[config.mk]
export PLATFORM = sky130hd
export DESIGN_NAME = swo_host
export DESIGN_NICKNAME = d
export VERILOG_FILES = /design/src/swo_pkg.sv /design/src/swo_host.sv /design/src/swo_fifo.sv
export SDC_FILE = /design/constraint.sdc
export NUM_CORES = 1
export LEC_CHECK = 0
export ABC_AREA = 1
export BUFFER_PORTS_ARGS = -buffer_cell sky130_fd_sc_hd__buf_2
export CAP_MARGIN = 20
export CORE_MARGIN = 2
export CORE_UTILIZATION = 48
export CTS_CLUSTER_SIZE = 30
export DETAILED_ROUTE_END_ITERATION = 6
export PLACE_DENSITY = 0.73
export SYNTH_ARGS = -nofsm -noshare
export SYNTH_HDL_FRONTEND = slang
export SYNTH_SLANG_ARGS = --single-unit
export TNS_END_PERCENT = 100
[constraint.sdc]
create_clock -name clk_i -period 5.2 [get_ports clk_i]
set_input_delay 0.52 -clock clk_i [delete_from_list [all_inputs] [get_ports clk_i]]
set_output_delay 0.52 -clock clk_i [all_outputs]
set_load 0.005 [all_outputs]
[src/swo_pkg.sv]
// Shared constants and types for the one-wire OTP programming host
package swo_pkg;

    // Clock rate
    localparam int CLK_MHZ = 125;

    // Line timing, in nanoseconds
    localparam int T_RESET_NS      = 480000;
    localparam int T_PRES_SMP_NS   = 70000;
    localparam int T_PRES_END_NS   = 480000;
    localparam int T_STROBE_NS     = 1000;
    localparam int T_SAMPLE_NS     = 13000;
    localparam int T_SLOT_NS       = 60000;
    localparam int T_RECOVER_NS    = 5000;
    localparam int T_PROG_NS       = 480000;
    localparam int T_PROG_REC_NS   = 10000;

    // Cycle counts: least times round up, sample points round down
    localparam int C_RESET    = (T_RESET_NS * CLK_MHZ + 999) / 1000;
    localparam int C_PRES_SMP = (T_PRES_SMP_NS * CLK_MHZ) / 1000;
    localparam int C_PRES_END = (T_PRES_END_NS * CLK_MHZ + 999) / 1000;
    localparam int C_STROBE   = (T_STROBE_NS * CLK_MHZ + 999) / 1000;
    localparam int C_SAMPLE   = (T_SAMPLE_NS * CLK_MHZ) / 1000;
    localparam int C_SLOT     = (T_SLOT_NS * CLK_MHZ + 999) / 1000;
    localparam int C_RECOVER  = (T_RECOVER_NS * CLK_MHZ + 999) / 1000;
    localparam int C_PROG     = (T_PROG_NS * CLK_MHZ + 999) / 1000;
    localparam int C_PROG_REC = (T_PROG_REC_NS * CLK_MHZ + 999) / 1000;

    // Level-one and level-two command codes
    localparam logic [7:0] CMD_READ_ID    = 8'h33;
    localparam logic [7:0] CMD_MATCH_ID   = 8'h55;
    localparam logic [7:0] CMD_SKIP_ID    = 8'hcc;
    localparam logic [7:0] CMD_READ_MEM   = 8'hf0;
    localparam logic [7:0] CMD_READ_STAT  = 8'haa;
    localparam logic [7:0] CMD_WRITE_MEM  = 8'h0f;
    localparam logic [7:0] CMD_WRITE_STAT = 8'h55;

    // CRC16 x^16+x^15+x^2+1, bit-reversed for LSB-first shifting
    localparam logic [15:0] CRC16_POLY = 16'ha001;
    localparam logic [15:0] CRC16_INIT = 16'h0000;
    localparam logic [15:0] CRC16_XOR  = 16'h0000;

    // Error codes
    localparam logic [2:0] ERR_NONE     = 3'h0;
    localparam logic [2:0] ERR_PRESENCE = 3'h1;
    localparam logic [2:0] ERR_CRC      = 3'h2;
    localparam logic [2:0] ERR_VERIFY   = 3'h3;
    localparam logic [2:0] ERR_ABORT    = 3'h4;

    // Field layout
    localparam int BYTE_W = 8;
    localparam int CRC_W  = 16;
    localparam int ADDR_W = 16;

    typedef enum logic [2:0] {
        SWO_IDLE, SWO_RESET, SWO_PRES, SWO_SLOT,
        SWO_WAITD, SWO_PROG, SWO_PREC, SWO_END
    } swo_state_e;

    typedef enum logic [2:0] {
        SWO_P_ROM, SWO_P_CMD, SWO_P_ALO, SWO_P_AHI,
        SWO_P_DATA, SWO_P_CRC, SWO_P_VERIFY
    } swo_step_e;

endpackage : swo_pkg

[src/swo_host.sv]
// One-wire OTP programming host: reset, slots, CRC check, program pulse
// Summary of operation
// - Memory write: skip id, code 0Fh, address low, high, one data byte.
// - On CRC match, host applies programming voltage for the program time.
// - On a bad CRC, host issues reset and restarts the whole sequence, up to MAX_RETRY times, then ends with ERR_CRC.
// - Abort ends a write anywhere except during the program pulse and its recovery.
// - Status write: skip id, code 55h, address low, high, then data bytes up to the last one.
// - After the pulse and line recovery, host reads eight verify slots.
// - Address and data bytes go least significant bit first.
// - Host opens every slot with a low strobe; device answers reads.
// - Write slot: host holds low for zero; read slot: device does.
// - High line is idle; transfers may pause there indefinitely.
module swo_host #(
    parameter int RESET_CYC    = swo_pkg::C_RESET,
    parameter int PRES_END_CYC = swo_pkg::C_PRES_END,
    parameter int SLOT_CYC     = swo_pkg::C_SLOT,
    parameter int PROG_CYC     = swo_pkg::C_PROG,
    parameter int TMR_W        = 17,
    parameter int MAX_RETRY    = 3,
    parameter int FIFO_DEPTH   = 4
) (
    // Clock, reset, enable
    input  wire logic        clk_i,
    input  wire logic        reset_i,
    input  wire logic        ce_i,
    // Command
    input  wire logic        start_i,
    input  wire logic        mode_i,
    input  wire logic [15:0] addr_i,
    input  wire logic        abort_i,
    // Write data stream
    input  wire logic        wr_valid_i,
    input  wire logic [7:0]  wr_data_i,
    input  wire logic        wr_last_i,
    output logic             wr_ready_o,
    // Status
    output logic             busy_o,
    output logic             done_o,
    output logic [2:0]       err_o,
    output logic [15:0]      addr_o,
    output logic [7:0]       verify_o,
    output logic [15:0]      crc_o,
    // Line
    input  wire logic        dq_i,
    output logic             dq_o,
    output logic             dq_oe_n_o,
    output logic             prog_en_o
);
    localparam int RTY_W = $clog2(MAX_RETRY + 1);
    localparam int FW    = swo_pkg::BYTE_W + 1;

    generate
        if ($clog2(RESET_CYC + 1) > TMR_W || $clog2(PROG_CYC + 1) > TMR_W
            || $clog2(PRES_END_CYC + 1) > TMR_W
            || SLOT_CYC <= swo_pkg::C_SAMPLE + swo_pkg::C_RECOVER
            || PRES_END_CYC <= swo_pkg::C_PRES_SMP + 1
            || MAX_RETRY < 1) begin : g_bad_param
            $error("swo_host: timing parameters out of range");
        end
    endgenerate

    localparam logic [TMR_W-1:0] L_RESET  = TMR_W'(RESET_CYC - 1);
    localparam logic [TMR_W-1:0] L_PSMP   = TMR_W'(swo_pkg::C_PRES_SMP);
    localparam logic [TMR_W-1:0] L_PEND   = TMR_W'(PRES_END_CYC - 1);
    localparam logic [TMR_W-1:0] L_STROBE = TMR_W'(swo_pkg::C_STROBE);
    localparam logic [TMR_W-1:0] L_SAMPLE = TMR_W'(swo_pkg::C_SAMPLE);
    localparam logic [TMR_W-1:0] L_LOW0   =
        TMR_W'(SLOT_CYC - swo_pkg::C_RECOVER);
    localparam logic [TMR_W-1:0] L_SLOT   = TMR_W'(SLOT_CYC - 1);
    localparam logic [TMR_W-1:0] L_PROG   = TMR_W'(PROG_CYC - 1);
    localparam logic [TMR_W-1:0] L_PREC   = TMR_W'(swo_pkg::C_PROG_REC - 1);
    localparam logic [RTY_W-1:0] L_RETRY  = RTY_W'(MAX_RETRY);

    swo_pkg::swo_state_e state, next_state;
    swo_pkg::swo_step_e  step, next_step;
    logic [TMR_W-1:0] tmr, next_tmr;
    logic [3:0]       bitn, next_bitn;
    logic [7:0]       shreg, next_shreg;
    logic [15:0]      rx, next_rx;
    logic [15:0]      crc, next_crc;
    logic [15:0]      addr, next_addr;
    logic [7:0]       dbyte, next_dbyte;
    logic             last, next_last;
    logic             hv, next_hv;
    logic             mode, next_mode;
    logic             quit, next_quit;
    logic             samp, next_samp;
    logic [RTY_W-1:0] retry, next_retry;
    logic [2:0]       err, next_err;
    logic             done, next_done;
    logic             drv, next_drv;
    logic             prog, next_prog;
    logic [7:0]       vbyte, next_vbyte;
    logic [15:0]      crcin, next_crcin;
    logic             pop;
    logic             rxmode;
    logic [15:0]      rx_full;
    logic             f_valid;
    logic [FW-1:0]    f_data;

    // Bit-serial CRC16, LSB first
    function automatic logic [15:0] crc_step(input logic [15:0] c,
                                             input logic        b);
        logic fb;
        fb = c[0] ^ b;
        crc_step = (c >> 1) ^ (fb ? swo_pkg::CRC16_POLY : 16'h0000);
    endfunction : crc_step

    swo_fifo #(
        .WIDTH (FW),
        .DEPTH (FIFO_DEPTH)
    ) u_fifo (
        .clk_i       (clk_i),
        .reset_i     (reset_i),
        .ce_i        (ce_i),
        .in_valid_i  (wr_valid_i),
        .in_data_i   ({wr_last_i, wr_data_i}),
        .in_ready_o  (wr_ready_o),
        .out_valid_o (f_valid),
        .out_data_o  (f_data),
        .out_ready_i (pop)
    );

    assign rx_full = {samp, rx[15:1]};

    always_comb begin
        next_state = state;
        next_step  = step;
        next_tmr   = tmr + 1'b1;
        next_bitn  = bitn;
        next_shreg = shreg;
        next_rx    = rx;
        next_crc   = crc;
        next_addr  = addr;
        next_dbyte = dbyte;
        next_last  = last;
        next_hv    = hv;
        next_mode  = mode;
        next_quit  = quit;
        next_samp  = samp;
        next_retry = retry;
        next_err   = err;
        next_done  = 1'b0;
        next_vbyte = vbyte;
        next_crcin = crcin;
        pop        = 1'b0;
        unique case (state)
            swo_pkg::SWO_IDLE: begin
                next_tmr = '0;
                if (start_i) begin
                    next_mode  = mode_i;
                    next_addr  = addr_i;
                    next_retry = '0;
                    next_hv    = 1'b0;
                    next_err   = swo_pkg::ERR_NONE;
                    next_quit  = 1'b0;
                    next_state = swo_pkg::SWO_RESET;
                end
            end
            swo_pkg::SWO_RESET: begin
                if (tmr == L_RESET) begin
                    next_tmr   = '0;
                    next_state = swo_pkg::SWO_PRES;
                end
            end
            swo_pkg::SWO_PRES: begin
                if (tmr == L_PSMP && dq_i && !quit) begin
                    next_err  = swo_pkg::ERR_PRESENCE;
                    next_quit = 1'b1;
                end
                if (tmr == L_PEND) begin
                    next_tmr = '0;
                    if (quit) begin
                        next_state = swo_pkg::SWO_END;
                    end else begin
                        next_step  = swo_pkg::SWO_P_ROM;
                        next_shreg = swo_pkg::CMD_SKIP_ID;
                        next_bitn  = '0;
                        next_state = swo_pkg::SWO_SLOT;
                    end
                end
            end
            swo_pkg::SWO_SLOT: begin
                if (tmr == L_SAMPLE) begin
                    next_samp = dq_i;
                end
                if (tmr == L_SLOT) begin
                    next_tmr  = '0;
                    next_bitn = bitn + 1'b1;
                    if (step == swo_pkg::SWO_P_CRC
                        || step == swo_pkg::SWO_P_VERIFY) begin
                        next_rx = rx_full;
                    end else begin
                        next_shreg = shreg >> 1;
                        if (step != swo_pkg::SWO_P_ROM) begin
                            next_crc = crc_step(crc, shreg[0]);
                        end
                    end
                    if (bitn == ((step == swo_pkg::SWO_P_CRC) ? 4'hf : 4'h7))
                    begin
                        next_bitn = '0;
                        unique case (step)
                            swo_pkg::SWO_P_ROM: begin
                                next_crc   = swo_pkg::CRC16_INIT;
                                next_step  = swo_pkg::SWO_P_CMD;
                                next_shreg = mode ? swo_pkg::CMD_WRITE_STAT
                                                  : swo_pkg::CMD_WRITE_MEM;
                            end
                            swo_pkg::SWO_P_CMD: begin
                                next_step  = swo_pkg::SWO_P_ALO;
                                next_shreg = addr[7:0];
                            end
                            swo_pkg::SWO_P_ALO: begin
                                next_step  = swo_pkg::SWO_P_AHI;
                                next_shreg = addr[15:8];
                            end
                            swo_pkg::SWO_P_AHI: begin
                                next_step  = swo_pkg::SWO_P_DATA;
                                next_shreg = dbyte;
                                if (!hv) begin
                                    next_state = swo_pkg::SWO_WAITD;
                                end
                            end
                            swo_pkg::SWO_P_DATA: begin
                                next_step = swo_pkg::SWO_P_CRC;
                            end
                            swo_pkg::SWO_P_CRC: begin
                                next_crcin = rx_full;
                                // Device echoes; the host alone decides
                                if ((rx_full ^ swo_pkg::CRC16_XOR) == crc)
                                begin
                                    next_tmr   = '0;
                                    next_state = swo_pkg::SWO_PROG;
                                end else if (retry == L_RETRY) begin
                                    next_err   = swo_pkg::ERR_CRC;
                                    next_quit  = 1'b1;
                                    next_state = swo_pkg::SWO_RESET;
                                end else begin
                                    next_retry = retry + 1'b1;
                                    next_state = swo_pkg::SWO_RESET;
                                end
                            end
                            default: begin
                                next_vbyte = rx_full[15:8];
                                next_hv    = 1'b0;
                                // Blank bits read one, so good byte == data
                                if (rx_full[15:8] != dbyte) begin
                                    next_err   = swo_pkg::ERR_VERIFY;
                                    next_quit  = 1'b1;
                                    next_state = swo_pkg::SWO_RESET;
                                end else if (mode && !last) begin
                                    // Mirror the device's own increment
                                    next_addr  = addr + 16'h0001;
                                    next_crc   = {8'h00, next_addr[7:0]};
                                    next_step  = swo_pkg::SWO_P_DATA;
                                    next_state = swo_pkg::SWO_WAITD;
                                end else begin
                                    next_state = swo_pkg::SWO_END;
                                end
                            end
                        endcase
                    end
                end
            end
            swo_pkg::SWO_WAITD: begin
                // Line stays idle high while the stream is empty
                next_tmr = '0;
                if (f_valid) begin
                    pop        = 1'b1;
                    next_hv    = 1'b1;
                    next_dbyte = f_data[7:0];
                    next_last  = f_data[8];
                    next_shreg = f_data[7:0];
                    next_state = swo_pkg::SWO_SLOT;
                end
            end
            swo_pkg::SWO_PROG: begin
                if (tmr == L_PROG) begin
                    next_tmr   = '0;
                    next_state = swo_pkg::SWO_PREC;
                end
            end
            swo_pkg::SWO_PREC: begin
                // Let the line settle back to pull-up before slotting
                if (tmr == L_PREC) begin
                    next_tmr   = '0;
                    next_bitn  = '0;
                    next_step  = swo_pkg::SWO_P_VERIFY;
                    next_state = swo_pkg::SWO_SLOT;
                end
            end
            swo_pkg::SWO_END: begin
                next_done  = 1'b1;
                next_state = swo_pkg::SWO_IDLE;
            end
        endcase
        // Abort is held off during the pulse and its recovery
        if (abort_i && !quit && state != swo_pkg::SWO_IDLE
            && state != swo_pkg::SWO_END && state != swo_pkg::SWO_PROG
            && state != swo_pkg::SWO_PREC) begin
            next_err   = swo_pkg::ERR_ABORT;
            next_quit  = 1'b1;
            next_tmr   = '0;
            next_state = swo_pkg::SWO_RESET;
        end
        next_prog = (next_state == swo_pkg::SWO_PROG);
        rxmode   = (next_step == swo_pkg::SWO_P_CRC)
                || (next_step == swo_pkg::SWO_P_VERIFY);
        next_drv = (next_state == swo_pkg::SWO_RESET)
                || (next_state == swo_pkg::SWO_SLOT
                    && (next_tmr < L_STROBE
                        || (!rxmode && !next_shreg[0]
                            && next_tmr < L_LOW0)));
    end

    always_ff @(posedge clk_i or posedge reset_i) begin
        if (reset_i) begin
            state <= swo_pkg::SWO_IDLE;
            step  <= swo_pkg::SWO_P_ROM;
            tmr   <= '0;
            bitn  <= '0;
            shreg <= '0;
            rx    <= '0;
            crc   <= swo_pkg::CRC16_INIT;
            addr  <= '0;
            dbyte <= '0;
            last  <= 1'b0;
            hv    <= 1'b0;
            mode  <= 1'b0;
            quit  <= 1'b0;
            samp  <= 1'b1;
            retry <= '0;
            err   <= swo_pkg::ERR_NONE;
            done  <= 1'b0;
            drv   <= 1'b0;
            prog  <= 1'b0;
            vbyte <= '0;
            crcin <= '0;
        end else if (ce_i) begin
            state <= next_state;
            step  <= next_step;
            tmr   <= next_tmr;
            bitn  <= next_bitn;
            shreg <= next_shreg;
            rx    <= next_rx;
            crc   <= next_crc;
            addr  <= next_addr;
            dbyte <= next_dbyte;
            last  <= next_last;
            hv    <= next_hv;
            mode  <= next_mode;
            quit  <= next_quit;
            samp  <= next_samp;
            retry <= next_retry;
            err   <= next_err;
            done  <= next_done;
            drv   <= next_drv;
            prog  <= next_prog;
            vbyte <= next_vbyte;
            crcin <= next_crcin;
        end
    end

    assign busy_o    = (state != swo_pkg::SWO_IDLE);
    assign done_o    = done;
    assign err_o     = err;
    assign addr_o    = addr;
    assign verify_o  = vbyte;
    assign crc_o     = crcin;
    assign dq_o      = 1'b0;
    assign dq_oe_n_o = ~drv;
    assign prog_en_o = prog;

endmodule : swo_host

[src/swo_fifo.sv]
// Small flip-flop FIFO between the user and the line engine
module swo_fifo #(
    parameter int WIDTH = 9,
    parameter int DEPTH = 4
) (
    // Clock and reset
    input  wire logic             clk_i,
    input  wire logic             reset_i,
    input  wire logic             ce_i,
    // Fill side
    input  wire logic             in_valid_i,
    input  wire logic [WIDTH-1:0] in_data_i,
    output logic                  in_ready_o,
    // Drain side
    output logic                  out_valid_o,
    output logic [WIDTH-1:0]      out_data_o,
    input  wire logic             out_ready_i
);
    localparam int PW = (DEPTH > 1) ? $clog2(DEPTH) : 1;

    generate
        if (DEPTH < 2 || (1 << PW) != DEPTH) begin : g_bad_depth
            $error("swo_fifo: DEPTH must be a power of two of at least 2");
        end
    endgenerate

    logic [WIDTH-1:0] mem [DEPTH];
    logic [PW-1:0]    wr_ptr;
    logic [PW-1:0]    rd_ptr;
    logic [PW:0]      count;
    logic [PW-1:0]    next_wr_ptr;
    logic [PW-1:0]    next_rd_ptr;
    logic [PW:0]      next_count;
    logic             push;
    logic             pop;

    // Ready drops while frozen so the source never loses a word
    assign in_ready_o  = (count != (PW + 1)'(DEPTH)) && ce_i;
    assign out_valid_o = (count != '0);
    assign out_data_o  = mem[rd_ptr];
    assign push        = in_valid_i && in_ready_o;
    assign pop         = out_valid_o && out_ready_i && ce_i;

    always_comb begin
        next_wr_ptr = push ? wr_ptr + 1'b1 : wr_ptr;
        next_rd_ptr = pop ? rd_ptr + 1'b1 : rd_ptr;
        next_count  = count + (PW + 1)'(push) - (PW + 1)'(pop);
    end

    always_ff @(posedge clk_i or posedge reset_i) begin
        if (reset_i) begin
            wr_ptr <= '0;
            rd_ptr <= '0;
            count  <= '0;
        end else if (ce_i) begin
            wr_ptr <= next_wr_ptr;
            rd_ptr <= next_rd_ptr;
            count  <= next_count;
        end
    end

    always_ff @(posedge clk_i) begin
        if (push) begin
            mem[wr_ptr] <= in_data_i;
        end
    end

endmodule : swo_fifo

### Word-level counts from Yosys, hierarchy flattened

Memories as Yosys holds them, arrays and structs flattened.
Index checks and enable logic that the tools add are counted.

* memory bits (writable): 36
* output and inout bits: 49
* flip-flop bits (word level): 135
* memories: 1
* input bits: 33

Memory list
* u_fifo.mem: words 4, bits a word 9, rd ports 1, clocked after memory_dff 0, wr ports 1, RTL line swo_fifo.sv:27 `logic [WIDTH-1:0] mem [DEPTH];`

* order comparisons: 2
* bitwise operators: 4
* reductions and logical operators: 54
* mux-type cells: 97
* equal/unequal tests: 52
* add/sub/neg operators: 8

Operators by type and width (count)
* 16-bit two-way mux: 12
* 3-bit two-way mux: 28
* 17-bit two-way mux: 4
* 17-bit case mux with 4 select lines: 1
* 16-bit case mux with 2 select lines: 2
* 8-bit two-way mux: 6
* 17-bit by 11-bit equality test with 1-bit output, second input constant: 2
* 8-bit case mux with 4 select lines: 1
* 3-bit equality test, second input constant: 10
* 3-bit inequality test, second input constant: 9
* 3-bit case mux with 3 select lines: 3
* 4-bit two-way mux: 6
* 2-bit inequality test, second input constant: 12
* 3-bit case mux with 8 select lines: 1
* 8-bit case mux with 3 select lines: 1
* 3-bit case mux with 6 select lines: 1
* 3-bit nonzero test: 6
* 17-bit by 1-bit adder with 17-bit output, second input constant: 1
* 17-bit by 13-bit equality test with 1-bit output, second input constant: 1
* 17-bit by 14-bit equality test with 1-bit output, second input constant: 1
* 17-bit by 16-bit equality test with 1-bit output, second input constant: 1
* 17-bit by 13-bit < comparator with 1-bit output, second input constant: 1
* 17-bit by 7-bit < comparator with 1-bit output, second input constant: 1
* 1-bit two-way mux: 17
* 42 further kinds: 89

### Logic depth before layout (Yosys ltp)

* word-level depth: 16
* gate-level depth with buffers: 21
* gate-level depth less buffers: 21

### By module

A second synthesis with hierarchy kept.

* cells, all modules: 1254
* area total of the unflattened synthesis: 9813.2 um^2

By module, submodules not included
* swo_host: times used 1, cells an instance 1103, area each 7948.9 um^2
* swo_fifo: times used 1, cells an instance 151, area each 1864.3 um^2

### Least setup slack after synthesis

Ideal clock, no wire load.

* path kind: reg-to-reg
* start: register state[1]
* end: register u_fifo.count[2]
* clock period less this slack: 2.891 ns
* cell stages (with the launch flop): 18
* data arrival time: 2.767 ns
* required time: 5.076 ns
* slack: 2.309 ns
* setup time: 0.124 ns
* cell sequence: dfrtp_1 > buf_6 > nor2_2 > inv_2 > nor2_1 > inv_1 > nor2_4 > inv_1 > nor2_2 > clkbuf_1 > ha_1 > inv_1 > ha_1 > inv_1 > fa_1 > a21oi_1 > o21ai_0 > xnor2_1

* longest elaborated chain between the ends: 5

Ends and longest elaborated chain
* from (decl): RTL line swo_host.sv:74 `swo_pkg::swo_state_e state, next_state;`
* from (signal assigned): RTL line swo_host.sv:318 `state <= swo_pkg::SWO_IDLE;`
* from (signal assigned): RTL line swo_host.sv:340 `state <= next_state;`
* 3-bit equality test: RTL line swo_host.sv:147 `unique case (state)`
* 1-bit two-way mux: RTL line swo_host.sv:147
* 1-bit logical AND (2 in a row): RTL line swo_fifo.sv:42 `assign pop = out_valid_o && out_ready_i && ce_i;`
* 3-bit by 1-bit subtractor with 3-bit output: RTL line swo_fifo.sv:47 `next_count = count + (PW + 1)'(push) - (PW + 1)'(pop);`
* to (signal assigned): RTL line swo_fifo.sv:58 `count <= next_count;`
* to (decl): RTL line swo_fifo.sv:30 `logic [PW:0] count;`

No other way between the ends.
A chain may end at the register's enable or synchronous reset.

### Worst setup path in the final report

Ends and elaborated chain as after synthesis.

==> out/metrics.cfg <==
[logic_synthesis]
synth_top_area_cell=dfrtp_1
yosys_warnings=0
yosysUniqueCellTypes=56
syn_area_per_cell_sq_um=7.82
synthesis.nets=1265
synth_area_sq_um=9530
synthCells=1219
synthFlopType=dfrtp_1
synth.most_common_cell=nand2_1
synth_edf_count=36
synth-async-reset-ratio=0.788
ys_seq_elements=170
synth_top_area_frac=0.349
synth-seq-area-share=0.466
synth_common_cells=267 x nand2_1, 151 x nor2_1, 143 x inv_1
synth_area_leaders=dfrtp_1 35%, edfxtp_1 11%, nand2_1 11%, o21ai_0 6.6%, nor2_1 5.9%

[critical_path]
r2r-end=u_fifo.count[2]$_DFFE_PP0P_
cp_max_fo=17
ff2ff_path_depth=15
critPathKind=reg -> reg
reg2reg_from=state[1]$_DFFE_PP0P_
critPathRequiredTime_ns=5.53
end_kind=flip-flop
r2r_slack_ns=1.96
arrival_ns=3.56
cp-startpoint=state[1]$_DFFE_PP0P_
startpoint_type=flip-flop

[route]
num_vias=8500
vias_per_cell=5.45
wl_per_cell_um=15.6
top_layer_used=met4
detail_route.drc_violations=0
dr_wl_met2_um=11300
wl_met1_um=10700
dr.first_iter.drc_count=790
wl_met3_um=1460
finalWirelength_um=24300
drtPass1Iterations=6
antenna_left=0

[place]
gp_congestion=0.975
dp_hpwl_um=17700
port_buffers=80

[timing]
min_period_ns=3.24
fin_setup_tns_ns=0
setup_violations=0
rsz0062_at_grt=no
relSlewSlack=0.316
max_freq_mhz=309
tightest_slew_ns=1.02
holdWs_ns=0.292
fin_crit_sh=0.622
hold_viol=0
clock_skew_ns=0.00994
maxSlewViolCount=0

[final_layout]
drive_gt1_frac=0.131
utilization=0.549
nFillCells=1784
n_antenna_cell=0
area_growth_pct=12.1
fin_nets=1327

[grt]
overflow=0
antenna_found_initial=0
grt_pass1_vias=7936
grt_use_total=0.239
grt_pass1_wl_um=39300
grt_max_degree=106

[hold_path]
whs_path_depth=1
hp-class=in -> reg
min_to=u_fifo.mem[3][4]$_DFFE_PP_
hp-start=wr_data_i[4]

[clock_tree]
htree_levels=4
postCtsResizedCells=0
hold_buffers=0
numCtsBuffers=17
cts.reportedPaths.clkPinSlew_ns=0.07
cts-root-buf=clkbuf_16
cts_setup_buffers=0
cts.path.max_buffers=2
cts.sinks=170
cts_tree=done
clk_latency_ns=0.44

[floorplan]
die_x_um=145
rows=51
start_util=0.489
num_io_pins=82
fp.coreArea_sq_um=19500
dieHeight_um=145
die_area_sq_um=21000

[power]
irDropWorstVdd_v=0.000196
power_leakage_nw=4.85
powerDensity_nw_per_um2=404

[status]
status=complete, no violations

[job]
cap_violations=0

-- through the flow --
stage	std cells	area, sq um	setup slack [ns]	total power [mW]
after floorplan	1219	9530	1.10	2.66
after global placement	1527	10100	1.93	3.03
after detailed placement	1527	10100	1.85	3.05
after CTS	1559	10700	2.00	4.31
after global routing	1559	10700	1.64	4.57
final	1559	10700	1.96	4.32
-- placed cells by master, fill, tap and decap left out, drive strengths merged, types with 26 or more instances in the layout --
cell type	count
nand2	272
inv	170
nor2	166
o21ai	134
dfrtp	133
buf	83
nand3	56
a21oi	40
edfxtp	36
xor2	29
nor3	26
-- critical path, cell delays in order, from the launching register on --
cell and delay [ns]:
dfrtp_1 0.48, nor2_2 0.15, inv_2 0.07, nor2_1 0.12
inv_1 0.08, nor2_4 0.19, inv_1 0.13, nor2_2 0.55
ha_1 0.36, inv_1 0.06, ha_1 0.13, inv_1 0.04
fa_1 0.37, a21oi_1 0.14, o21ai_0 0.11, xnor2_1 0.14
-- worst max path at each step --
| stage | cells after the start | endpoint | slack [ns] |
|---|---|---|---|
| floorplan | 1 | addr_o[0]$_DFFE_PP0P_ | 1.10 |
| global placement | 11 | u_fifo.count[2]$_DFFE_PP0P_ | 1.93 |
| detailed placement | 11 | u_fifo.count[2]$_DFFE_PP0P_ | 1.85 |
| CTS | 15 | u_fifo.count[2]$_DFFE_PP0P_ | 2.00 |
| global route | 15 | addr_o[9]$_DFFE_PP0P_ | 1.64 |
| finish | 15 | u_fifo.count[2]$_DFFE_PP0P_ | 1.96 |
-- layout make-up --
| type | count | area, sq um | area share |
|---|---|---|---|
| Clock inverter | 15 | 158 | 0.0148 |
| Sequential cell | 170 | 4440 | 0.415 |
| Multi-Input combinational cell | 847 | 4300 | 0.402 |
| Inverter | 162 | 613 | 0.0574 |
| Tap cell | 265 | 332 | 0.0310 |
| Timing Repair Buffer | 83 | 423 | 0.0396 |
| Clock buffer | 17 | 425 | 0.0398 |
-- logic make-up (layout without fill, tap and decap cells) --
logic type / count (synthesis) / count (layout) / synth area share
AND/OR/NAND/NOR: 545 / 545 / 0.244
AO/OA/AOI/OAI: 245 / 245 / 0.148
buffers and inverters: 202 / 277 / 0.0838
flip-flops: 170 / 170 / 0.466
XOR/XNOR: 38 / 38 / 0.0349
adder cells (fa/ha/maj): 13 / 13 / 0.0179
multiplexers: 5 / 5 / 0.00565
other: 1 / 1 / 0.000394
-- power breakdown --
| part | internal [mW] | leakage [nW] | switching [mW] | total (mW) |
|---|---|---|---|---|
| sequential | 1.58 | 2.08 | 0.243 | 1.82 |
| clock | 0.647 | 0.287 | 0.615 | 1.26 |
| combinational | 0.423 | 2.48 | 0.806 | 1.23 |
| total | 2.65 | 4.85 | 1.66 | 4.32 |
-- flip-flops by register name (all words and copies together), names as in the netlist, 2 cells and up --
| register | flops |
|---|---|
| crc | 16 |
| u_fifo.wr_ptr | 2 |
| shreg | 8 |
| rx | 15 |
| step | 3 |
| verify_o | 8 |
| retry | 2 |
| state | 3 |
| crc_o | 16 |
| tmr | 17 |
| bitn | 4 |
| dbyte | 8 |
| u_fifo.count | 3 |
| u_fifo.mem | 36 |
| u_fifo.rd_ptr | 2 |
| addr_o | 16 |
| err_o | 3 |
-- metal layers --
| metal | vias up | track usage |
|---|---|---|
| met5 | - | 0 |
| met4 | 0 | 0.0940 |
| met3 | 66 | 0.0421 |
| met2 | 295 | 0.393 |
| met1 | 4013 | 0.315 |
| li1 | 4126 | - |
Note: power is estimated with default switching activity, not from simulation.
